--- config.mk ---
export PLATFORM = sky130hd
export DESIGN_NAME = sprc_top
export DESIGN_NICKNAME = d
export VERILOG_FILES = /design/src/hw/sprc_top.v
export VERILOG_INCLUDE_DIRS = /design/src /design/src/hw
export SDC_FILE = /design/constraint.sdc
export NUM_CORES = 1
export LEC_CHECK = 0
export BUFFER_PORTS_ARGS = -buffer_cell sky130_fd_sc_hd__buf_2
export CAP_MARGIN = 5
export CORE_ASPECT_RATIO = 1.2
export CORE_UTILIZATION = 40
export CTS_BUF_LIST = sky130_fd_sc_hd__clkbuf_8 sky130_fd_sc_hd__clkbuf_16
export DETAILED_ROUTE_END_ITERATION = 7
export GPL_TIMING_DRIVEN = 0
export PLACE_DENSITY = 0.68
export SYNTH_ARGS = -nofsm -noshare
export SYNTH_HDL_FRONTEND = slang
export SYNTH_SLANG_ARGS = --single-unit
--- constraint.sdc ---
create_clock -name sys_clk -period 2.64 [get_ports sys_clk]
set_input_delay 0.396 -clock sys_clk [delete_from_list [all_inputs] [get_ports sys_clk]]
set_output_delay 0.396 -clock sys_clk [all_outputs]
set_load 0.01 [all_outputs]
--- src/hw/sprc_consts.vh ---
// Purpose: constants for the serial port rate and link control register
// Assumes: 32-bit register at byte offset 0x154, bit 0 is the lsb
// Notes:   bit numbers follow the register layout as printed
`ifndef SPRC_CONSTS_VH
`define SPRC_CONSTS_VH

// ************************************************
// register offsets
// ************************************************
`define SPRC_ADDR_RATE_CTRL   12'h154
`define SPRC_ADDR_LINK_STAT   12'h158

// ************************************************
// field positions
// ************************************************
`define SPRC_RATE_LSB         0
`define SPRC_RATE_MSB         3
`define SPRC_DISC_SUP_BIT     4
`define SPRC_DISC_EN_BIT      5
`define SPRC_SCR_BYP_BIT      29
`define SPRC_EMPH_SUP_BIT     30
`define SPRC_EMPH_EN_BIT      31
`define SPRC_IDLE_SEQ_BIT     2

// ************************************************
// reset values and codes
// ************************************************
`define SPRC_RATE_NONE        4'h0
`define SPRC_RATE_1G25        4'h1
`define SPRC_RATE_2G5         4'h2
`define SPRC_RATE_3G125       4'h3
`define SPRC_RATE_5G          4'h4
`define SPRC_RATE_6G25        4'h5
`define SPRC_SCR_BYP_RST      1'h0
`define SPRC_RESP_OKAY        2'h0
`define SPRC_RESP_SLVERR      2'h2

`endif

--- src/hw/sprc_top.v ---
// Purpose: port rate and link control register with an axi4-lite slave
// Assumes: single clock sys_clk, async active-high reset sys_rst
// Notes:   support flags and enable reset values are build parameters
// Contract
// - bits 3:0 hold the selected line rate, zero after reset.
// - rate codes 1 to 5 mean 1.25, 2.5, 3.125, 5.0 and 6.25 GBaud.
// - bit 4 is a read-only flag for rate discovery support.
// - bit 5 enables rate discovery and cannot be set unsupported.
// - bit 6 flags 1.25 GBaud support and bit 7 enables it if so.
// - bit 8 flags 2.5 GBaud support and bit 9 enables it if so.
// - bit 10 flags 3.125 GBaud support and bit 11 enables it if so.
// - bit 12 flags 5.0 GBaud support and bit 13 enables it if so.
// - bit 14 flags 6.25 GBaud support and bit 15 enables it if so.
// - bit 29 resets to 0 and when 1 bypasses scrambler and descrambler.
// - bit 30 is a read-only flag for remote emphasis support.
// - bit 31 can be set only if bit 30 is 1 and second idle is active.
// - a read-only status bit shows that the second idle is in use.
`timescale 1ns/1ps
`include "sprc_consts.vh"

module sprc_top #(
	parameter [0:0] DISC_SUP  = 1'h1,
	parameter [0:0] DISC_RST  = 1'h0,
	parameter [4:0] RATE_SUP  = 5'h1F,
	parameter [4:0] RATE_RST  = 5'h00,
	parameter [0:0] EMPH_SUP  = 1'h1,
	parameter [0:0] EMPH_RST  = 1'h0
) (
	input  wire        sys_clk,
	input  wire        sys_rst,
	input  wire        clk_en,
	input  wire [11:0] s_axi_awaddr,
	input  wire        s_axi_awvalid,
	output reg         s_axi_awready,
	input  wire [31:0] s_axi_wdata,
	input  wire [3:0]  s_axi_wstrb,
	input  wire        s_axi_wvalid,
	output reg         s_axi_wready,
	output reg  [1:0]  s_axi_bresp,
	output reg         s_axi_bvalid,
	input  wire        s_axi_bready,
	input  wire [11:0] s_axi_araddr,
	input  wire        s_axi_arvalid,
	output reg         s_axi_arready,
	output reg  [31:0] s_axi_rdata,
	output reg  [1:0]  s_axi_rresp,
	output reg         s_axi_rvalid,
	input  wire        s_axi_rready,
	input  wire        second_idle_sequence,
	output reg  [3:0]  rate_sel,
	output reg         disc_en,
	output reg  [4:0]  rate_en,
	output reg         scr_bypass,
	output reg         emph_en
);

	// ************************************************
	// register state
	// ************************************************
	reg  [3:0]  rate_reg;
	reg         disc_reg;
	reg  [4:0]  ren_reg;
	reg         byp_reg;
	reg         emph_reg;
	reg         idle_s1_reg;
	reg         idle_s2_reg;
	reg  [11:0] awaddr_reg;
	reg  [31:0] wdata_reg;
	reg  [3:0]  wstrb_reg;
	reg         aw_have_reg;
	reg         w_have_reg;

	// ************************************************
	// address decode
	// ************************************************
	// word addresses of the two registers, low two bits ignored
	localparam [11:0] ADDR_CTRL = `SPRC_ADDR_RATE_CTRL;
	localparam [11:0] ADDR_STAT = `SPRC_ADDR_LINK_STAT;
	localparam [1:0]  SLOT_NONE = 2'h0;
	localparam [1:0]  SLOT_CTRL = 2'h1;
	localparam [1:0]  SLOT_STAT = 2'h2;

	// map a byte address onto a register slot, shared by both channels
	function [1:0] sprc_slot;
		input [11:0] addr;
		begin
			if (addr[11:2] == ADDR_CTRL[11:2])
				sprc_slot = SLOT_CTRL;
			else if (addr[11:2] == ADDR_STAT[11:2])
				sprc_slot = SLOT_STAT;
			else
				sprc_slot = SLOT_NONE; // unmapped, answered with an error
		end
	endfunction

	// ************************************************
	// word merge and assembly
	// ************************************************
	// merge a write into a word under byte strobes
	function [31:0] sprc_merge;
		input [31:0] old;
		input [31:0] nw;
		input [3:0]  strb;
		integer      i;
		begin
			sprc_merge = old;
			for (i = 0; i < 4; i = i + 1) begin
				if (strb[i])
					sprc_merge[i*8 +: 8] = nw[i*8 +: 8];
			end
		end
	endfunction

	// assemble the control word from state and build flags
	function [31:0] sprc_word;
		input [3:0] rate;
		input       disc;
		input [4:0] ren;
		input       byp;
		input       emph;
		integer     k;
		begin
			sprc_word = 32'h0000_0000; // reserved read zero
			sprc_word[3:0] = rate;
			sprc_word[`SPRC_DISC_SUP_BIT] = DISC_SUP;
			sprc_word[`SPRC_DISC_EN_BIT] = disc;
			for (k = 0; k < 5; k = k + 1) begin
				sprc_word[6 + 2*k] = RATE_SUP[k];
				sprc_word[7 + 2*k] = ren[k];
			end
			sprc_word[`SPRC_SCR_BYP_BIT] = byp;
			sprc_word[`SPRC_EMPH_SUP_BIT] = EMPH_SUP;
			sprc_word[`SPRC_EMPH_EN_BIT] = emph;
		end
	endfunction

	// ************************************************
	// combinational control
	// ************************************************
	wire [31:0] cur_word;
	wire [31:0] new_word;
	wire        do_write;
	wire        hit_ctrl;
	wire        hit_stat;
	wire [1:0]  wr_slot;
	wire [1:0]  rd_slot;
	wire        emph_ok;
	wire [4:0]  ren_new;
	integer     j;
	reg  [4:0]  ren_mask;

	assign cur_word = sprc_word(rate_reg, disc_reg, ren_reg, byp_reg,
		emph_reg);
	assign new_word = sprc_merge(cur_word, wdata_reg, wstrb_reg);
	// a write commits once both halves are held and no answer is pending
	assign do_write = aw_have_reg && w_have_reg && !s_axi_bvalid;
	// decode both addresses once, outside the clocked processes
	assign wr_slot  = sprc_slot(awaddr_reg);
	assign rd_slot  = sprc_slot(s_axi_araddr);
	assign hit_ctrl = (wr_slot == SLOT_CTRL);
	assign hit_stat = (wr_slot == SLOT_STAT);
	// emphasis may be switched on only with support and second idle active
	assign emph_ok  = EMPH_SUP && idle_s2_reg;

	// pick out the five rate enables from the merged word
	always @* begin
		ren_mask = 5'h00;
		for (j = 0; j < 5; j = j + 1)
			ren_mask[j] = new_word[7 + 2*j];
	end
	// enables of unsupported rates are forced to zero
	assign ren_new = ren_mask & RATE_SUP;

	// ************************************************
	// second idle status synchroniser
	// ************************************************
	// only the second stage is read, the first may be metastable
	always @(posedge sys_clk or posedge sys_rst) begin
		if (sys_rst) begin
			idle_s1_reg <= 1'h0;
			idle_s2_reg <= 1'h0;
		end else if (clk_en) begin
			idle_s1_reg <= second_idle_sequence;
			idle_s2_reg <= idle_s1_reg;
		end
	end

	// ************************************************
	// write channel: address and data in either order
	// ************************************************
	always @(posedge sys_clk or posedge sys_rst) begin
		if (sys_rst) begin
			s_axi_awready <= 1'h1;
			s_axi_wready  <= 1'h1;
			s_axi_bvalid  <= 1'h0;
			s_axi_bresp   <= `SPRC_RESP_OKAY;
			aw_have_reg   <= 1'h0;
			w_have_reg    <= 1'h0;
			awaddr_reg    <= 12'h000;
			wdata_reg     <= 32'h0000_0000;
			wstrb_reg     <= 4'h0;
			rate_reg      <= `SPRC_RATE_NONE;
			disc_reg      <= DISC_RST & DISC_SUP;
			ren_reg       <= RATE_RST & RATE_SUP;
			byp_reg       <= `SPRC_SCR_BYP_RST;
			emph_reg      <= EMPH_RST & EMPH_SUP;
		end else if (clk_en) begin
			// accept address
			if (s_axi_awvalid && s_axi_awready) begin
				awaddr_reg    <= s_axi_awaddr;
				aw_have_reg   <= 1'h1;
				s_axi_awready <= 1'h0;
			end
			// accept data
			if (s_axi_wvalid && s_axi_wready) begin
				wdata_reg    <= s_axi_wdata;
				wstrb_reg    <= s_axi_wstrb;
				w_have_reg   <= 1'h1;
				s_axi_wready <= 1'h0;
			end
			// commit write and raise response
			if (do_write) begin
				s_axi_bvalid <= 1'h1;
				aw_have_reg  <= 1'h0;
				w_have_reg   <= 1'h0;
				if (hit_ctrl) begin
					s_axi_bresp <= `SPRC_RESP_OKAY;
					rate_reg <= new_word[3:0];
					disc_reg <= new_word[`SPRC_DISC_EN_BIT] & DISC_SUP;
					ren_reg  <= ren_new;
					byp_reg  <= new_word[`SPRC_SCR_BYP_BIT];
					// set only with support and second idle active
					if (!new_word[`SPRC_EMPH_EN_BIT])
						emph_reg <= 1'h0;
					else if (emph_ok)
						emph_reg <= 1'h1;
				end else if (hit_stat) begin
					s_axi_bresp <= `SPRC_RESP_OKAY; // read-only
				end else begin
					s_axi_bresp <= `SPRC_RESP_SLVERR;
				end
			end
			// response taken, reopen channels; a held answer blocks both
			if (s_axi_bvalid && s_axi_bready) begin
				s_axi_bvalid  <= 1'h0;
				s_axi_awready <= 1'h1;
				s_axi_wready  <= 1'h1;
			end
		end
	end

	// ************************************************
	// read channel
	// ************************************************
	always @(posedge sys_clk or posedge sys_rst) begin
		if (sys_rst) begin
			s_axi_arready <= 1'h1;
			s_axi_rvalid  <= 1'h0;
			s_axi_rdata   <= 32'h0000_0000;
			s_axi_rresp   <= `SPRC_RESP_OKAY;
		end else if (clk_en) begin
			if (s_axi_arvalid && s_axi_arready) begin
				s_axi_arready <= 1'h0;
				s_axi_rvalid  <= 1'h1;
				// word is captured here and stands until rready
				if (rd_slot == SLOT_CTRL) begin
					s_axi_rdata <= cur_word;
					s_axi_rresp <= `SPRC_RESP_OKAY;
				end else if (rd_slot == SLOT_STAT) begin
					s_axi_rdata <= {29'h0, idle_s2_reg, 2'h0};
					s_axi_rresp <= `SPRC_RESP_OKAY;
				end else begin
					s_axi_rdata <= 32'h0000_0000;
					s_axi_rresp <= `SPRC_RESP_SLVERR;
				end
			end else if (s_axi_rvalid && s_axi_rready) begin
				s_axi_rvalid  <= 1'h0;
				s_axi_arready <= 1'h1;
			end
		end
	end

	// ************************************************
	// registered control outputs
	// ************************************************
	// every pin trails its register by one cycle and leaves a flop
	always @(posedge sys_clk or posedge sys_rst) begin
		if (sys_rst) begin
			rate_sel   <= `SPRC_RATE_NONE;
			disc_en    <= 1'h0;
			rate_en    <= 5'h00;
			scr_bypass <= 1'h0;
			emph_en    <= 1'h0;
		end else if (clk_en) begin
			rate_sel   <= rate_reg;
			disc_en    <= disc_reg;
			rate_en    <= ren_reg;
			scr_bypass <= byp_reg;
			emph_en    <= emph_reg;
		end
	end

endmodule

==> out/qor.csv, run 1 <==
stage,metric,value,unit
floorplan,start_util,42.0,%
clock_network,clk_latency,340,ps
critical_path,rrSetupSlack,990,ps
clock_network,post_cts_buffers,0,
power,power_density,751,nW/µm²
timing,hold_violations,0,
yosys,async_flop_share,100,%
critical_path,worstRegToRegCells,4,
yosys,synth_edf_count,0,
clock_network,root_buffer,clkbuf_8,
place,gp_congestion,0.771,
routing,routed-via-count,2019,
floorplan,die-width,82.4,µm
yosys,ys_seq_area_share,58.9,%
outcome,status,"complete, no violations",
clock_network,clockBufferDepth,2,
yosys,yosys-top-cells-count,"dfrtp_1 (70), mux2_2 (44), buf_4 (21)",
routing,wl_met3,343,µm
critical_path,critPathKind,flop to flop,
yosys,synth_cell_types,34,
floorplan,core.rowCount,34,
critical_path,worstReg2RegEnd,ren_reg[0],
routing,finalWirelength,5.98,mm
grt,track_usage,16.3,%
floorplan,pin_count,122,
power,peakVddDrop,0.316,mV
timing,maxSlewHeadroom,41.6,%
grt,grt_start_max_net_pins,74,
hold_path,hold_class,primary input to async pin,
routing,ant_nets,0,
routing,drc,0,
power,p_leak,2.06,nW
final_layout,largest_reg_flops,13,
floorplan,die_y,98.5,µm
yosys,syn_area,3110,µm²
critical_path,reg2reg_from,awaddr_reg[11],
grt,grt_pass1_vias,2006,
critical_path,cp-end-kind,flop,
final_layout,synthToLayoutAreaGrowth,25.0,%
timing,fin_setup_tns,0,ps
floorplan,core_area,7400,µm²
yosys,synthTopCellsByArea,"dfrtp_1 (56%), mux2_2 (16%), buf_4 (5.1%), mux2_4 (2.9%), dfstp_2 (2.5%)",
routing,drtIter0Drc,91,
timing,fin_skew,7.03,ps
routing,vias_per_cell,4.65,
routing,firstDrtPassIters,4,
clock_network,cts.sinks,73,
floorplan,fp.dieArea,8120,µm²
clock_network,cts_made_buffers,9,
timing,tightest_slew,876,ps
clock_network,cts_tree,built,
clock_network,cts_hold_buf,0,
critical_path,worstPathRequired,2860,ps
critical_path,worstSetupStartpointType,flop,
yosys,post-synth-top-count-cell,dfrtp_1,
place,port_buffers,80,
routing,maxUsedRoutingLayer,met4,
final_layout,finalNetCount,409,
critical_path,critical_path_arrival,1860,ps
yosys,yosys_warnings,0,
grt,grt_first_pass_wirelength,9.69,mm
clock_network,cts_max_level,3,
timing,finalCritPeriodShare,62.3,%
critical_path,critPathMaxFanout,6,
grt,antenna_found_initial,0,
timing,whs,239,ps
clock_network,clk_pin_slew,70,ps
yosys,synthCells,235,
final_layout,diodes,0,
yosys,synth_area_leader_cell,dfrtp_1,
yosys,ys_seq_elements,73,
routing,wl_met1,2.53,mm
timing,fmax,608,MHz
timing,timing.final.crit_period,1650,ps
timing,setup_viol,0,
yosys,netlist.area_leader.share,56.4,%
clock_network,post_cts_resized,0,
place,hpwl,4.39,mm
yosys,synth_ff_type,dfrtp_1,
routing,route.met2.wl,2.99,mm
grt,grt_overflow,0,
timing,rsz0062_at_grt,no,
run,drv_cap,0,
timing,slew_violations,0,
routing,wl_per_cell,13.8,µm
final_layout,drive_above_1_share,51.5,%
yosys,synth.avg_cell_area,13.2,µm²
worst max path at each step:
stage | end | slack [ps] | start
6_report | ren_reg[0] | 990 | awaddr_reg[11]
5_1_grt | s_axi_rdata[9] | 900 | s_axi_araddr[7]
4_1_cts | ren_reg[0] | 990 | awaddr_reg[11]
3_5_place_dp | s_axi_rdata[0] | 760 | s_axi_araddr[7]
3_3_place_gp | s_axi_rdata[1] | -440 | sys_rst
2_1_floorplan | aw_have_reg | 400 | sys_rst
worst max-delay path, cell delays in order, from the launching register on:
cell     delay (ps)
dfrtp_1         420
nor4b_4         380
and4_4          280
buf_6           150
mux2_4          300
cell type report:
cell class / instances / area, µm²
fill: 663 / 3520
sequential: 73 / 1830
multi-input combinational: 132 / 1060
timing repair buffer: 80 / 400
buffer: 30 / 216
clock buffer: 9 / 124
tap: 90 / 113
clock inverter: 6 / 85.1
inverter: 14 / 55.1
layout by cell type (no fill, tap or decap), drive strengths merged, types with 4 or more instances in the layout:
cell type	n
and3b	4
buf	106
clkbuf	13
conb	15
dfrtp	70
inv	15
mux2	50
nand2	20
nand3	4
o21ai	12
power by group:
| part | switching [mW] | internal, mW | leakage [nW] | total (mW) |
|---|---|---|---|---|
| logic | 0.184 | 0.298 | 1.00 | 0.482 |
| clock network | 0.394 | 0.523 | 0.106 | 0.917 |
| registers | 0.154 | 1.36 | 0.948 | 1.52 |
| total | 0.732 | 2.18 | 2.06 | 2.92 |
metal layers:
layer | vias to the layer above | GRT usage, %
met5 | - | 0
met4 | 0 | 8.50
met3 | 9 | 2.96
met2 | 72 | 27.4
met1 | 952 | 19.4
li1 | 986 | -
cells by family after synthesis:
logic type | count (synthesis) | synth area share [%]
AO/OA/AOI/OAI | 23 | 4.63
XOR/XNOR | 2 | 0.564
buffers and inverters | 44 | 8.66
flip-flops | 73 | 58.9
multiplexers | 50 | 18.9
other | 1 | 0.121
AND/OR/NAND/NOR | 42 | 8.22
metrics by stage:
| step | util [%] | instances | power [mW] | setup WS (ps) | instance area (µm²) |
|---|---|---|---|---|---|
| floorplan | - | 249 | 1.87 | 396 | 3160 |
| global placement | 49.6 | 419 | 1.99 | -439 | 3670 |
| detailed placement | 49.6 | 419 | 2.03 | 761 | 3670 |
| CTS | 52.5 | 434 | 2.96 | 987 | 3880 |
| global route | 52.5 | 434 | 3.06 | 901 | 3880 |
| finish | 52.5 | 434 | 2.92 | 994 | 3880 |
(Power assumes the default switching activity.)
==> run 2: changes to the inputs <==
==> constraint.sdc (replaced) <==
create_clock -name sys_clk -period 1.55 [get_ports sys_clk]
set_input_delay 0.2325 -clock sys_clk [delete_from_list [all_inputs] [get_ports sys_clk]]
set_output_delay 0.2325 -clock sys_clk [all_outputs]
set_load 0.01 [all_outputs]
==> run 2 against run 1 <==
- the run now ends with setup timing left
- sequential power up 69%
- via count rose by 2.0%
- design area rose by 1.4%
- final cell count is 1.4% higher
- clock-buffer cell count rose by 1
- utilization up 0.74 points
- register-to-register slack got worse by 1000 ps
- critical endpoint is now rate_reg[0]
==> out/qor.csv, run 2 (same netlist as run 1, synthesis figures left out) <==
stage,metric,value,unit,change
critical_path,crit_start,awaddr_reg[11],,
clock_network,root_buffer,clkbuf_8,,
timing,setup_viol,6,,+6
critical_path,worstReg2RegEnd,rate_reg[0],,
timing,hold_violations,0,,unchanged
place,hpwl,4.44,mm,+1.2%
outcome,violations,setup timing,,
timing,timing.final.crit_period,1580,ps,-65.1 ps
routing,drc,0,,unchanged
final_layout,synthToLayoutAreaGrowth,26.8,%,
floorplan,core_area,7400,µm²,unchanged
critical_path,reg2reg_from,awaddr_reg[11],,
floorplan,start_util,42.0,%,unchanged
clock_network,clockBufferDepth,2,,unchanged
clock_network,clk_pin_slew,80,ps,about the same
final_layout,fin_area,3940,µm²,+1.4%
critical_path,cp-end-kind,flop,,
floorplan,die-width,82.4,µm,unchanged
critical_path,worstSetupStartpointType,flop,,
final_layout,largest_reg_flops,13,,unchanged
floorplan,core.rowCount,34,,unchanged
critical_path,slowest_delay,410,ps,about the same
timing,worst_slack,-30.6,ps,-1020 ps
final_layout,final_common_cell,buf_2,,
power,p_total,4.95,mW,+70%
final_layout,fin_util,53.2,%,+0.74 points
timing,slew_violations,0,,unchanged
critical_path,critical_path_arrival,1800,ps,-60 ps
power,p_leak,2.08,nW,+1.2%
critical_path,crit_chain,"nor4b_4, and4_4, mux2_4",,
place,gp_congestion,0.764,,-0.79%
critical_path,worstRegToRegCells,3,,-1
critical_path,critPathKind,flop to flop,,
floorplan,pin_count,122,,unchanged
critical_path,critPathSlowestCell,dfrtp_1,,
clock_network,cts_max_level,3,,unchanged
outcome,status,"finished, violations left",,
place,post_dp_cell_area,3690,µm²,+0.58%
critical_path,worstPathRequired,1770,ps,-1090 ps
run,drv_cap,0,,unchanged
floorplan,die_y,98.5,µm,unchanged
routing,routed-via-count,2059,,+2.0%
final_layout,ff_latch_area,1830,µm²,unchanged
power,power_density,1260,nW/µm²,+67%
timing,fin_skew,10.8,ps,+3.78 ps
final_layout,layout_common_cells,"buf_2 (82), dfrtp_1 (70), mux2_2 (43)",,
grt,antenna_found_initial,0,,unchanged
timing,maxSlewHeadroom,48.2,%,+6.7 points
clock_network,cts_tree,built,,
final_layout,drive_above_1_share,52.9,%,+1.4 points
grt,track_usage,15.6,%,-0.70 points
grt,grt_first_pass_wirelength,9.31,mm,-3.9%
critical_path,rrSetupSlack,-30,ps,-1020 ps
routing,ant_nets,0,,unchanged
grt,grt_overflow,0,,unchanged
clock_network,cts.sinks,73,,unchanged
power,peakVddDrop,0.593,mV,+88%
grt,grt_start_max_net_pins,40,,-46%
final_layout,fillers,670,,+1.1%
timing,fmax,633,MHz,+4.1%
routing,firstDrtPassIters,4,,unchanged
timing,whs,26.0,ps,-213 ps
timing,fin_setup_tns,-118,ps,-118 ps
routing,wl_per_cell,13.6,µm,-0.97%
critical_path,critPathMaxFanout,6,,unchanged
final_layout,diodes,0,,unchanged
place,port_buffers,80,,unchanged
hold_path,hold_class,primary input to async pin,,
clock_network,cts_made_buffers,9,,unchanged
routing,drtIter0Drc,60,,-34%
timing,tightest_slew,775,ps,-102 ps
floorplan,fp.dieArea,8120,µm²,unchanged
clock_network,clk_latency,340,ps,about the same
grt,grt_pass1_vias,1934,,-3.6%
routing,vias_per_cell,4.68,,+0.59%
final_layout,finalNetCount,414,,+1.2%
timing,finalCritPeriodShare,102,%,+40 points
final_layout,multiInputGateArea,1070,µm²,+0.83%
routing,finalWirelength,6.00,mm,+0.40%
timing,rsz0062_at_grt,yes,,
## run 2: cell types whose count changed in the layout (fill, tap and decap cells not counted), sizes merged
cell / previous run / this run
bufinv: 2 / 1
buf: 106 / 111
clkbuf: 13 / 14
clkinvlp: 1 / 3
clkinv: 2 / 1
## run 2: worst max-delay path: cells and delay by family (launching register included)
family           cells  cell delay [ps]
multiplexers         1              320
flip-flops           1              410
AND/OR/NAND/NOR      2              730
## run 2: layer usage
layer	vias up	GRT usage [%]	part of all wire, %
met5	-	0	0
met4	0	6.07	1.4
met3	7	3.33	6.0
met2	71	25.2	49
met1	990	20.1	44
li1	991	-	-
## run 2: final cells by class
cell class	count	share of cell area, %
timing repair buffer	86	11.6
clock buffer	10	3.50
tap	90	2.86
sequential	73	46.5
multi-input combinational	132	27.1
inverter	14	1.43
clock inverter	6	1.68
buffer	29	5.31
## run 2: worst max path at each step
| stage | to | slack (ps) | cells past startpoint |
|---|---|---|---|
| finish | rate_reg[0] | -30 | 3 |
| global route | rate_reg[0] | -100 | 3 |
| CTS | rate_reg[0] | -40 | 3 |
| detailed placement | wstrb_reg[3] | -110 | 3 |
| global placement | wdata_reg[9] | -100 | 3 |
| floorplan | disc_reg | -5 | 5 |
## run 2: power breakdown
group	internal [mW]	switching [mW]
registers	2.32	0.249
logic	0.556	0.335
clock network	0.790	0.698
total	3.67	1.28
## run 2: repair_timing
action / in CTS / in global routing
endpoints found under the setup margin: 19 / 24
endpoints found under the hold margin: 0 / 0
gates resized for setup: 1 / 5
hold buffers: 0 / 0
buffers inserted: 4 / 2
pin swaps: 2 / 2
## run 2: metrics by stage
step | std cells | setup slack, ps
global route | 440 | -105
detailed placement | 420 | -110
CTS | 439 | -41.2
floorplan | 249 | -4.84
global placement | 419 | -102
finish | 440 | -30.6
